File: src/shared/nrg_map.svh
`ifndef NRG_MAP_SVH
`define NRG_MAP_SVH

// ****************
// register indices (byte address = index * 4)
// ****************
`define NRG_IDX_NRT_HIGH     6'h0F
`define NRG_IDX_NRT_LOW      6'h10
`define NRG_IDX_TIMER_CTRL   6'h11
`define NRG_IDX_GPT_HIGH     6'h12
`define NRG_IDX_GPT_LOW      6'h13
`define NRG_IDX_IRQ_MASK     6'h15
`define NRG_IDX_IRQ_STATUS   6'h18
`define NRG_IDX_MODE         6'h1A
`define NRG_IDX_COMMAND      6'h1B
`define NRG_IDX_STATE        6'h1C

// ****************
// reset values
// ****************
`define NRG_RST_NRT_HIGH     8'h00
`define NRG_RST_NRT_LOW      8'h00
`define NRG_RST_TIMER_CTRL   8'h00
`define NRG_RST_GPT_HIGH     8'h00
`define NRG_RST_GPT_LOW      8'h00
`define NRG_RST_IRQ_MASK     8'h00
`define NRG_RST_MODE         8'h00

// ****************
// field positions
// ****************
`define NRG_CTRL_STEP_BIT    0
`define NRG_CTRL_PAY_BIT     1
`define NRG_CTRL_TRIG_LSB    5
`define NRG_CTRL_TRIG_MSB    7
`define NRG_IRQ_GPT_BIT      5
`define NRG_IRQ_NRT_BIT      6
`define NRG_MODE_NFC_BIT     0
`define NRG_MODE_P2P_BIT     1
`define NRG_CMD_NRT_BIT      0
`define NRG_CMD_GPT_BIT      1
`define NRG_CMD_DEFAULT_BIT  2
`define NRG_ST_NRT_RUN_BIT   0
`define NRG_ST_NRT_WAIT_BIT  1
`define NRG_ST_GPT_RUN_BIT   2

// ****************
// trigger codes
// ****************
`define NRG_TRIG_NONE        3'h0
`define NRG_TRIG_RX_END      3'h1
`define NRG_TRIG_RX_START    3'h2
`define NRG_TRIG_TX_END_NFC  3'h3

// ****************
// timing: carrier periods per step
// ****************
`define NRG_FC_PER_NRT_STEP  64
`define NRG_FC_PER_NRT_LONG  4096
`define NRG_FC_PER_GPT_STEP  8

`endif

File: src/shared/nrg_pkg.sv
package nrg_pkg;

    // ****************************************************************
    // front-end events, each a one-cycle pulse except ext_field
    // ****************************************************************
    typedef struct packed {
        logic tx_end;
        logic tx_off;
        logic rx_start;
        logic rx_end;
        logic ext_field;
    } nrg_evt_t;

    typedef struct packed {
        logic [2:0] trigger;
        logic [2:0] unused;
        logic       pay_mode;
        logic       long_step;
    } nrg_ctrl_t;

    typedef enum logic [1:0] {
        NRG_NRT_IDLE,
        NRG_NRT_WAIT_FIELD,
        NRG_NRT_COUNT
    } nrg_nrt_state_t;

endpackage

File: src/nrg_timers.sv
// Added by the designer: the Wishbone interface to the registers.
`timescale 1ns/1ps

`include "nrg_map.svh"

module nrg_timers (
    input  wire logic             clk_i,
    input  wire logic             rst_i,
    input  wire logic [7:0]       adr_i,
    input  wire logic [31:0]      dat_i,
    output logic      [31:0]      dat_o,
    input  wire logic             we_i,
    input  wire logic [3:0]       sel_i,
    input  wire logic             cyc_i,
    input  wire logic             stb_i,
    output logic                  ack_o,
    input  wire logic             carrier_tick_i,
    input  wire nrg_pkg::nrg_evt_t evt_i,
    output logic                  irq_o,
    output logic                  field_off_o,
    output logic                  nrt_running_o,
    output logic                  gpt_running_o
);

    // ****************
    // register bus
    // ****************
    logic [5:0]            index;
    logic                  take;
    logic [31:0]           next_rdata;
    logic [7:0]            nrt_high;
    logic [7:0]            nrt_low;
    nrg_pkg::nrg_ctrl_t    ctrl;
    logic [7:0]            gpt_high;
    logic [7:0]            gpt_low;
    logic [7:0]            irq_mask;
    logic [7:0]            irq_status;
    logic [7:0]            mode;
    logic                  cmd_nrt;
    logic                  cmd_gpt;
    logic                  cmd_default;

    nrg_pkg::nrg_nrt_state_t nrt_state;

    function automatic logic wr_hit(input logic [5:0] idx);
        wr_hit = take && we_i && sel_i[0] && index == idx;
    endfunction

    assign index = adr_i[7:2];
    // a write lands only on the edge where the master sees ack
    assign take  = cyc_i && stb_i && ack_o;

    always_ff @(posedge clk_i) begin
        if (rst_i) begin
            ack_o <= 1'b0;
        end else begin
            ack_o <= cyc_i && stb_i && !ack_o;
        end
    end

    always_comb begin
        next_rdata = 32'h0000_0000;
        case (index)
            `NRG_IDX_NRT_HIGH:   next_rdata[7:0] = nrt_high;
            `NRG_IDX_NRT_LOW:    next_rdata[7:0] = nrt_low;
            `NRG_IDX_TIMER_CTRL: next_rdata[7:0] = ctrl;
            `NRG_IDX_GPT_HIGH:   next_rdata[7:0] = gpt_high;
            `NRG_IDX_GPT_LOW:    next_rdata[7:0] = gpt_low;
            `NRG_IDX_IRQ_MASK:   next_rdata[7:0] = irq_mask;
            `NRG_IDX_IRQ_STATUS: next_rdata[7:0] = irq_status;
            `NRG_IDX_MODE:       next_rdata[7:0] = mode;
            `NRG_IDX_STATE: begin
                next_rdata[`NRG_ST_NRT_RUN_BIT]  = nrt_running_o;
                next_rdata[`NRG_ST_NRT_WAIT_BIT] =
                    (nrt_state == nrg_pkg::NRG_NRT_WAIT_FIELD);
                next_rdata[`NRG_ST_GPT_RUN_BIT]  = gpt_running_o;
            end
            default:             next_rdata = 32'h0000_0000;
        endcase
    end

    // unmapped indices answer with zero data and ignore writes
    always_ff @(posedge clk_i) begin
        if (rst_i) begin
            dat_o <= 32'h0000_0000;
        end else if (cyc_i && stb_i && !ack_o) begin
            dat_o <= next_rdata;
        end
    end

    // ****************
    // commands: write-one pulses, the command register reads as zero
    // ****************
    assign cmd_nrt     = wr_hit(`NRG_IDX_COMMAND) && dat_i[`NRG_CMD_NRT_BIT];
    assign cmd_gpt     = wr_hit(`NRG_IDX_COMMAND) && dat_i[`NRG_CMD_GPT_BIT];
    assign cmd_default = wr_hit(`NRG_IDX_COMMAND)
                         && dat_i[`NRG_CMD_DEFAULT_BIT];

    // ****************
    // configuration registers
    // ****************
    always_ff @(posedge clk_i) begin
        if (rst_i || cmd_default) begin
            nrt_high <= `NRG_RST_NRT_HIGH;
            nrt_low  <= `NRG_RST_NRT_LOW;
            ctrl     <= `NRG_RST_TIMER_CTRL;
            gpt_high <= `NRG_RST_GPT_HIGH;
            gpt_low  <= `NRG_RST_GPT_LOW;
            irq_mask <= `NRG_RST_IRQ_MASK;
            mode     <= `NRG_RST_MODE;
        end else begin
            if (wr_hit(`NRG_IDX_NRT_HIGH)) begin
                nrt_high <= dat_i[7:0];
            end
            if (wr_hit(`NRG_IDX_NRT_LOW)) begin
                nrt_low <= dat_i[7:0];
            end
            if (wr_hit(`NRG_IDX_TIMER_CTRL)) begin
                // reserved bits 4..2 stay zero
                ctrl <= {dat_i[7:5], 3'h0, dat_i[1:0]};
            end
            if (wr_hit(`NRG_IDX_GPT_HIGH)) begin
                gpt_high <= dat_i[7:0];
            end
            if (wr_hit(`NRG_IDX_GPT_LOW)) begin
                gpt_low <= dat_i[7:0];
            end
            if (wr_hit(`NRG_IDX_IRQ_MASK)) begin
                irq_mask <= dat_i[7:0] & 8'h60;
            end
            if (wr_hit(`NRG_IDX_MODE)) begin
                mode <= dat_i[7:0] & 8'h03;
            end
        end
    end

    // ****************
    // no-response timer
    // ****************
    logic [15:0]             nrt_value;
    logic                    nfc_mode;
    logic                    nrt_auto;
    logic                    nrt_start;
    logic                    nrt_stop;
    logic                    nrt_step;
    logic                    nrt_expire;
    logic [11:0]             nrt_period_m1;

    assign nrt_value = {nrt_high, nrt_low};
    assign nfc_mode  = mode[`NRG_MODE_NFC_BIT];
    // active peer-to-peer waits for the transmitter to drop, not tx end
    assign nrt_auto  = mode[`NRG_MODE_P2P_BIT] ? evt_i.tx_off
                                               : evt_i.tx_end;
    // payment mode ignores a bare start of reception, since noise
    // bursts must not cancel the timeout; only a complete frame does
    assign nrt_stop  = ctrl.pay_mode ? evt_i.rx_end
                                     : evt_i.rx_start;

    always_ff @(posedge clk_i) begin
        if (rst_i || cmd_default) begin
            nrt_state <= nrg_pkg::NRG_NRT_IDLE;
        end else begin
            case (nrt_state)
                nrg_pkg::NRG_NRT_IDLE: begin
                    if (cmd_nrt && nrt_value != 16'h0000) begin
                        nrt_state <= nrg_pkg::NRG_NRT_COUNT;
                    end else if (nrt_auto && nrt_value != 16'h0000) begin
                        if (nfc_mode && !evt_i.ext_field) begin
                            nrt_state <= nrg_pkg::NRG_NRT_WAIT_FIELD;
                        end else begin
                            nrt_state <= nrg_pkg::NRG_NRT_COUNT;
                        end
                    end
                end
                nrg_pkg::NRG_NRT_WAIT_FIELD: begin
                    if (cmd_nrt || evt_i.ext_field) begin
                        nrt_state <= nrg_pkg::NRG_NRT_COUNT;
                    end else if (nrt_stop) begin
                        nrt_state <= nrg_pkg::NRG_NRT_IDLE;
                    end
                end
                nrg_pkg::NRG_NRT_COUNT: begin
                    if (cmd_nrt) begin
                        nrt_state <= nrg_pkg::NRG_NRT_COUNT;
                    end else if (nrt_stop || nrt_expire) begin
                        nrt_state <= nrg_pkg::NRG_NRT_IDLE;
                    end
                end
                default: nrt_state <= nrg_pkg::NRG_NRT_IDLE;
            endcase
        end
    end

    // start pulse to the counter mirrors the transitions above
    always_comb begin
        nrt_start = 1'b0;
        case (nrt_state)
            nrg_pkg::NRG_NRT_IDLE:
                nrt_start = cmd_nrt
                            || (nrt_auto && !(nfc_mode
                                && !evt_i.ext_field));
            nrg_pkg::NRG_NRT_WAIT_FIELD:
                nrt_start = cmd_nrt || evt_i.ext_field;
            nrg_pkg::NRG_NRT_COUNT:
                nrt_start = cmd_nrt;
            default:
                nrt_start = 1'b0;
        endcase
    end

    assign nrt_period_m1 = ctrl.long_step
                           ? 12'(`NRG_FC_PER_NRT_LONG - 1)
                           : 12'(`NRG_FC_PER_NRT_STEP - 1);

    nrg_step_gen u_nrt_step (
        .clk_i          (clk_i),
        .rst_i          (rst_i),
        .restart_i      (nrt_start),
        .carrier_tick_i (carrier_tick_i),
        .period_m1_i    (nrt_period_m1),
        .step_o         (nrt_step)
    );

    nrg_down_timer u_nrt (
        .clk_i     (clk_i),
        .rst_i     (rst_i),
        .start_i   (nrt_start && !cmd_default),
        .stop_i    (cmd_default || (nrt_stop && !cmd_nrt)),
        .value_i   (nrt_value),
        .step_i    (nrt_step),
        .running_o (nrt_running_o),
        .expire_o  (nrt_expire)
    );

    // ****************
    // general-purpose timer
    // ****************
    logic        gpt_trig;
    logic        gpt_start;
    logic        gpt_step;
    logic        gpt_expire;
    logic        gpt_kill_field;
    logic [15:0] gpt_value;

    assign gpt_value = {gpt_high, gpt_low};

    always_comb begin
        gpt_trig = 1'b0;
        case (ctrl.trigger)
            `NRG_TRIG_NONE:       gpt_trig = 1'b0;
            `NRG_TRIG_RX_END:     gpt_trig = evt_i.rx_end;
            `NRG_TRIG_RX_START:   gpt_trig = evt_i.rx_start;
            `NRG_TRIG_TX_END_NFC: gpt_trig = evt_i.tx_end && nfc_mode;
            default:              gpt_trig = 1'b0;
        endcase
    end

    assign gpt_start = cmd_gpt || gpt_trig;

    // the field-off duty is fixed at start so a later trigger change
    // cannot cancel or invent a field switch-off
    always_ff @(posedge clk_i) begin
        if (rst_i || cmd_default) begin
            gpt_kill_field <= 1'b0;
        end else if (gpt_start) begin
            gpt_kill_field <= (ctrl.trigger == `NRG_TRIG_TX_END_NFC);
        end
    end

    always_ff @(posedge clk_i) begin
        if (rst_i) begin
            field_off_o <= 1'b0;
        end else begin
            field_off_o <= gpt_expire && gpt_kill_field;
        end
    end

    nrg_step_gen u_gpt_step (
        .clk_i          (clk_i),
        .rst_i          (rst_i),
        .restart_i      (gpt_start),
        .carrier_tick_i (carrier_tick_i),
        .period_m1_i    (12'(`NRG_FC_PER_GPT_STEP - 1)),
        .step_o         (gpt_step)
    );

    nrg_down_timer u_gpt (
        .clk_i     (clk_i),
        .rst_i     (rst_i),
        .start_i   (gpt_start && !cmd_default),
        .stop_i    (cmd_default),
        .value_i   (gpt_value),
        .step_i    (gpt_step),
        .running_o (gpt_running_o),
        .expire_o  (gpt_expire)
    );

    // ****************
    // interrupt status, write one to clear, a new event wins
    // ****************
    logic [7:0] irq_set;
    logic [7:0] irq_clr;

    always_comb begin
        irq_set = 8'h00;
        irq_set[`NRG_IRQ_NRT_BIT] = nrt_expire;
        irq_set[`NRG_IRQ_GPT_BIT] = gpt_expire;
    end

    assign irq_clr = wr_hit(`NRG_IDX_IRQ_STATUS) ? dat_i[7:0] : 8'h00;

    always_ff @(posedge clk_i) begin
        if (rst_i || cmd_default) begin
            irq_status <= 8'h00;
        end else begin
            irq_status <= (irq_status & ~irq_clr) | irq_set;
        end
    end

    // a set mask bit blocks that source
    assign irq_o = |(irq_status & ~irq_mask & 8'h60);

endmodule // nrg_timers

File: src/nrg_step_gen.sv
`timescale 1ns/1ps

// ********************************************************************
// carrier prescaler: one tick every period_m1_i+1 carrier ticks
// ********************************************************************
module nrg_step_gen (
    input  wire logic        clk_i,
    input  wire logic        rst_i,
    input  wire logic        restart_i,
    input  wire logic        carrier_tick_i,
    input  wire logic [11:0] period_m1_i,
    output logic             step_o
);

    logic [11:0] count;

    // restart realigns so the first step after a start is a full one
    always_ff @(posedge clk_i) begin
        if (rst_i || restart_i) begin
            count <= 12'h000;
        end else if (carrier_tick_i) begin
            if (count >= period_m1_i) begin
                count <= 12'h000;
            end else begin
                count <= count + 12'h001;
            end
        end
    end

    assign step_o = carrier_tick_i && !restart_i && (count >= period_m1_i);

endmodule // nrg_step_gen

File: src/nrg_down_timer.sv
`timescale 1ns/1ps

// ********************************************************************
// 16-bit step counter, at most one expiry pulse per start
// ********************************************************************
module nrg_down_timer (
    input  wire logic        clk_i,
    input  wire logic        rst_i,
    input  wire logic        start_i,
    input  wire logic        stop_i,
    input  wire logic [15:0] value_i,
    input  wire logic        step_i,
    output logic             running_o,
    output logic             expire_o
);

    logic [15:0] count;

    // a zero value never starts; a start while running reloads
    always_ff @(posedge clk_i) begin
        if (rst_i) begin
            count     <= 16'h0000;
            running_o <= 1'b0;
            expire_o  <= 1'b0;
        end else begin
            expire_o <= 1'b0;
            if (start_i && value_i != 16'h0000) begin
                count     <= value_i;
                running_o <= 1'b1;
            end else if (stop_i) begin
                running_o <= 1'b0;
            end else if (running_o && step_i) begin
                if (count == 16'h0001) begin
                    running_o <= 1'b0;
                    expire_o  <= 1'b1;
                end
                count <= count - 16'h0001;
            end
        end
    end

endmodule // nrg_down_timer

File: config.mk
export PLATFORM = sky130hd
export DESIGN_NAME = nrg_timers
export DESIGN_NICKNAME = d
export VERILOG_FILES = /design/src/shared/nrg_pkg.sv /design/src/nrg_timers.sv /design/src/nrg_step_gen.sv /design/src/nrg_down_timer.sv
export VERILOG_INCLUDE_DIRS = /design/src /design/src/shared
export SDC_FILE = /design/constraint.sdc
export NUM_CORES = 1
export LEC_CHECK = 0
export BUFFER_PORTS_ARGS = -buffer_cell sky130_fd_sc_hd__buf_4
export CAP_MARGIN = 20
export CORE_UTILIZATION = 58
export CTS_CLUSTER_DIAMETER = 120
export DETAILED_ROUTE_END_ITERATION = 6
export GPL_ROUTABILITY_DRIVEN = 0
export GPL_TIMING_DRIVEN = 0
export PLACE_DENSITY = 0.81
export SLEW_MARGIN = 20
export SYNTH_ARGS = -nofsm -noshare
export SYNTH_HDL_FRONTEND = slang
export SYNTH_SLANG_ARGS = --single-unit
File: constraint.sdc
create_clock -name clk_i -period 2.6 [get_ports clk_i]
set_input_delay 0 -clock clk_i [delete_from_list [all_inputs] [get_ports clk_i]]
set_output_delay 0 -clock clk_i [all_outputs]
set_load 0.01 [all_outputs]
==> impl_metrics.toml <==
[outcome]
status = "complete, but fails checks"
violations = "DRC"

[clocking]
htreeDepth = 4
cts_tree = "yes"
cts-root-buf = "clkbuf_8"
insertion_delay_ns = 0.54
cts_buffer_depth = 2
cts_sinks = 122
cts.reportedPaths.clkPinSlew_ns = 0.06
cts_buffers = 17

[placement]
dp_worst_setup_slack_ns = -0.2617
dp.cells = 930
place_area_mm2 = 0.006847
dp_hpwl_um = 12960
portBuffers = 33

[synthesis]
synth-edff-count = 0
synth_cell_type_count = 63
syn_avg_cell_area_um2 = 8.577
yosysWarnings = 0
synth_ff_type = "dfxtp_1"
yosysSeqAreaShare_pct = 38.58
synthesis.area_mm2 = 0.006330
syn_inst = 738
postSynth.asyncResetShare_pct = 0
synth_seq_cells = 122

[critical_path]
critPathSlowestCell = "or4_1"
crit_chain = "nand3_2 > or4_1 > buf_2 > o21ai_2 > nor4_2 > buf_4 > clkbuf_2 > a311oi_1 > o21a_1"
cp.arrival_ns = 3.03
crit_fanout = 10
cp_slowest_stage_delay_ns = 0.57
critPathKind = "reg2reg"
end_kind = "flip-flop"
start_kind = "flip-flop"
crit_required_ns = 3.08

[pwr]
internal_power_mw = 3.319
p_total_mw = 4.333
p_seq_share_pct = 43.7
power_density_mw_per_mm2 = 563.0
p_leak_nw = 2.881
ir_drop_mv = 0.4701
p_comb_share_pct = 6.4
switchingPower_mw = 1.014
swShare_pct = 23.40
clockPowerShare_pct = 50.0

[timing]
finClkSkew_ns = 0.008879
max_freq_mhz = 392.1
period_share_pct = 98.09
hold_slack_ns = 0.01881
fin_ws_ns = 0.04971
slew_violations = 0
rsz0062_at_grt = "true"
setup_viol = 0
setup_tns_ns = 0
min_period_ns = 2.550
relSlewSlack_pct = 40.71
hold_viol_final = 0
worstMarginPinSlew_ns = 0.8821

[layout]
fin_area_mm2 = 0.007696
drive_gt1_share_pct = 16.73
final_util_pct = 73.56
syn2layout_area_growth_pct = 21.59
diodes = 0
fin_nets = 898
final-instance-count-excl-fill = 979

[routing]
drc = 1
drt_wl_total_um = 18630
firstDrtPassIters = 7
antenna_left = 0
via_count = 6239
drt-vias-per-instance = 6.373
drt_iter0_drc = 715
wl_per_cell_um = 19.03

[floorplanning]
io_pins = 92
design.die.area_mm2 = 0.01133
core_area_mm2 = 0.01046
die_y_um = 106.5
die_x_um = 106.5
initial_utilization_pct = 60.50
row_count = 37

[grt]
grt_pass1_vias = 6074
grt-ovfl-total = 0
grt_pass1_wl_um = 29560
antenna_found_initial = 0
grtUsageTotal_pct = 33.73
grt_max_degree = 17

[job]
drv_cap = 0

[min_path]
min-delay-path-class = "in2reg"
[cells in the mapped netlist, drive strengths merged (14+ instances only)]
cell    number  area share (%)
nor3        14             1.3
a21oi       31             2.5
inv         16            0.95
nand4       18             1.8
dfxtp      122              39
clkbuf      25             1.5
nand3       25             2.0
nor4        23             2.6
buf         38             3.8
mux2i       46             7.3
nand2       63             3.7
o21ai       16             1.3
and3        15             1.5
nor2       109             6.5
[critical path: cells and delay by family, from the launching register on]
kind                   cells  cell delay [ns]
flip-flops                 1             0.42
buffers and inverters      3             0.56
AND/OR/NAND/NOR            3             0.86
AO/OA/AOI/OAI              3             0.63
[metal layers]
layer / part of all wire [%] / GRT usage [%]
met5: 0 / 0
met4: 4.1 / 17.81
met3: 8.2 / 8.032
met2: 48 / 56.82
met1: 40 / 39.68
[cells in the final DEF (no fill, tap or decap), drive strengths merged, types with 4 or more instances in the layout]
cell / instances
a211oi: 6
a21oi: 31
a222oi: 5
a22oi: 7
a311oi: 8
a31oi: 12
a32oi: 7
and2: 4
and3: 15
buf: 72
clkbuf: 45
clkinv: 5
conb: 24
dfxtp: 122
dlygate4sd3: 20
ha: 12
inv: 16
mux2: 8
mux2i: 46
mux4: 5
nand2: 63
nand2b: 9
nand3: 25
nand4: 18
nor2: 109
nor3: 14
nor3b: 4
nor4: 23
o211ai: 7
o21a: 4
o21ai: 16
o311ai: 5
or3: 11
or4: 5
xnor2: 9
xor2: 12
[power by group through the flow]
stage	Clock [mW]	Combinational, mW	Sequential, mW
6_report	2.17	0.276	1.89
5_1_grt	2.26	0.296	1.89
4_1_cts	2.16	0.261	1.89
3_5_place_dp	0	0.240	1.93
3_3_place_gp	0	0.232	1.93
2_1_floorplan	0	0.151	1.93
[flip-flops by register name, indices dropped and copies added, names as in the netlist, 2 cells and up]
name              flops
ctrl                  5
dat_o                 8
gpt_high              8
gpt_low               8
irq_mask              2
irq_status            8
mode                  2
nrt_high              8
nrt_low               8
nrt_state             2
u_gpt.count          16
u_gpt_step.count     12
u_nrt.count          16
u_nrt_step.count     12
[repair_timing]
| item | CTS | global route |
|---|---|---|
| buffers inserted | 2 | 0 |
| pin swaps | 2 | 2 |
| cloned | 0 | 0 |
| hold endpoints to repair | 55 | 0 |
| hold buffers | 20 | 0 |
| setup endpoints to repair | 49 | 61 |
| resized for setup | 9 | 19 |
[layout make-up]
| type | instances | area, µm² |
|---|---|---|
| Timing Repair Buffer | 55 | 462.9 |
| Inverter | 16 | 60.06 |
| Multi-Input combinational cell | 560 | 3692 |
| Fill cell | 763 | 2766 |
| Clock buffer | 23 | 466.7 |
| Clock inverter | 8 | 70.07 |
| Tap cell | 136 | 170.2 |
| Buffer | 59 | 329.1 |
| Sequential cell | 122 | 2445 |
[logic make-up after synthesis]
logic type	after synthesis	share of synthesized area, %
simple gates	314	24.75
compound gates	130	14.53
flops	122	38.58
buf+inv	79	6.266
mux	59	10.54
xor+xnor	21	2.906
fa+ha+maj	12	2.372
other cells	1	0.05924
[final timing paths]
| kind | start | to | slack (ns) | depth (start not counted) |
|---|---|---|---|---|
| worst max-delay path | ack_o$_SDFF_PP0_ | u_nrt.count[11]$_SDFFE_PP0P_ | 0.05 | 9 |
| worst min-delay path | evt_i[3] | u_nrt_step.count[1]$_SDFFE_PP0P_ | 0.02 | 5 |
| worst max register to register | ack_o$_SDFF_PP0_ | u_nrt.count[11]$_SDFFE_PP0P_ | 0.05 | 9 |
| worst min register to register | gpt_kill_field$_SDFFE_PP0P_ | gpt_kill_field$_SDFFE_PP0P_ | 0.45 | 2 |
No activity file was read; power rests on OpenSTA's default activity.
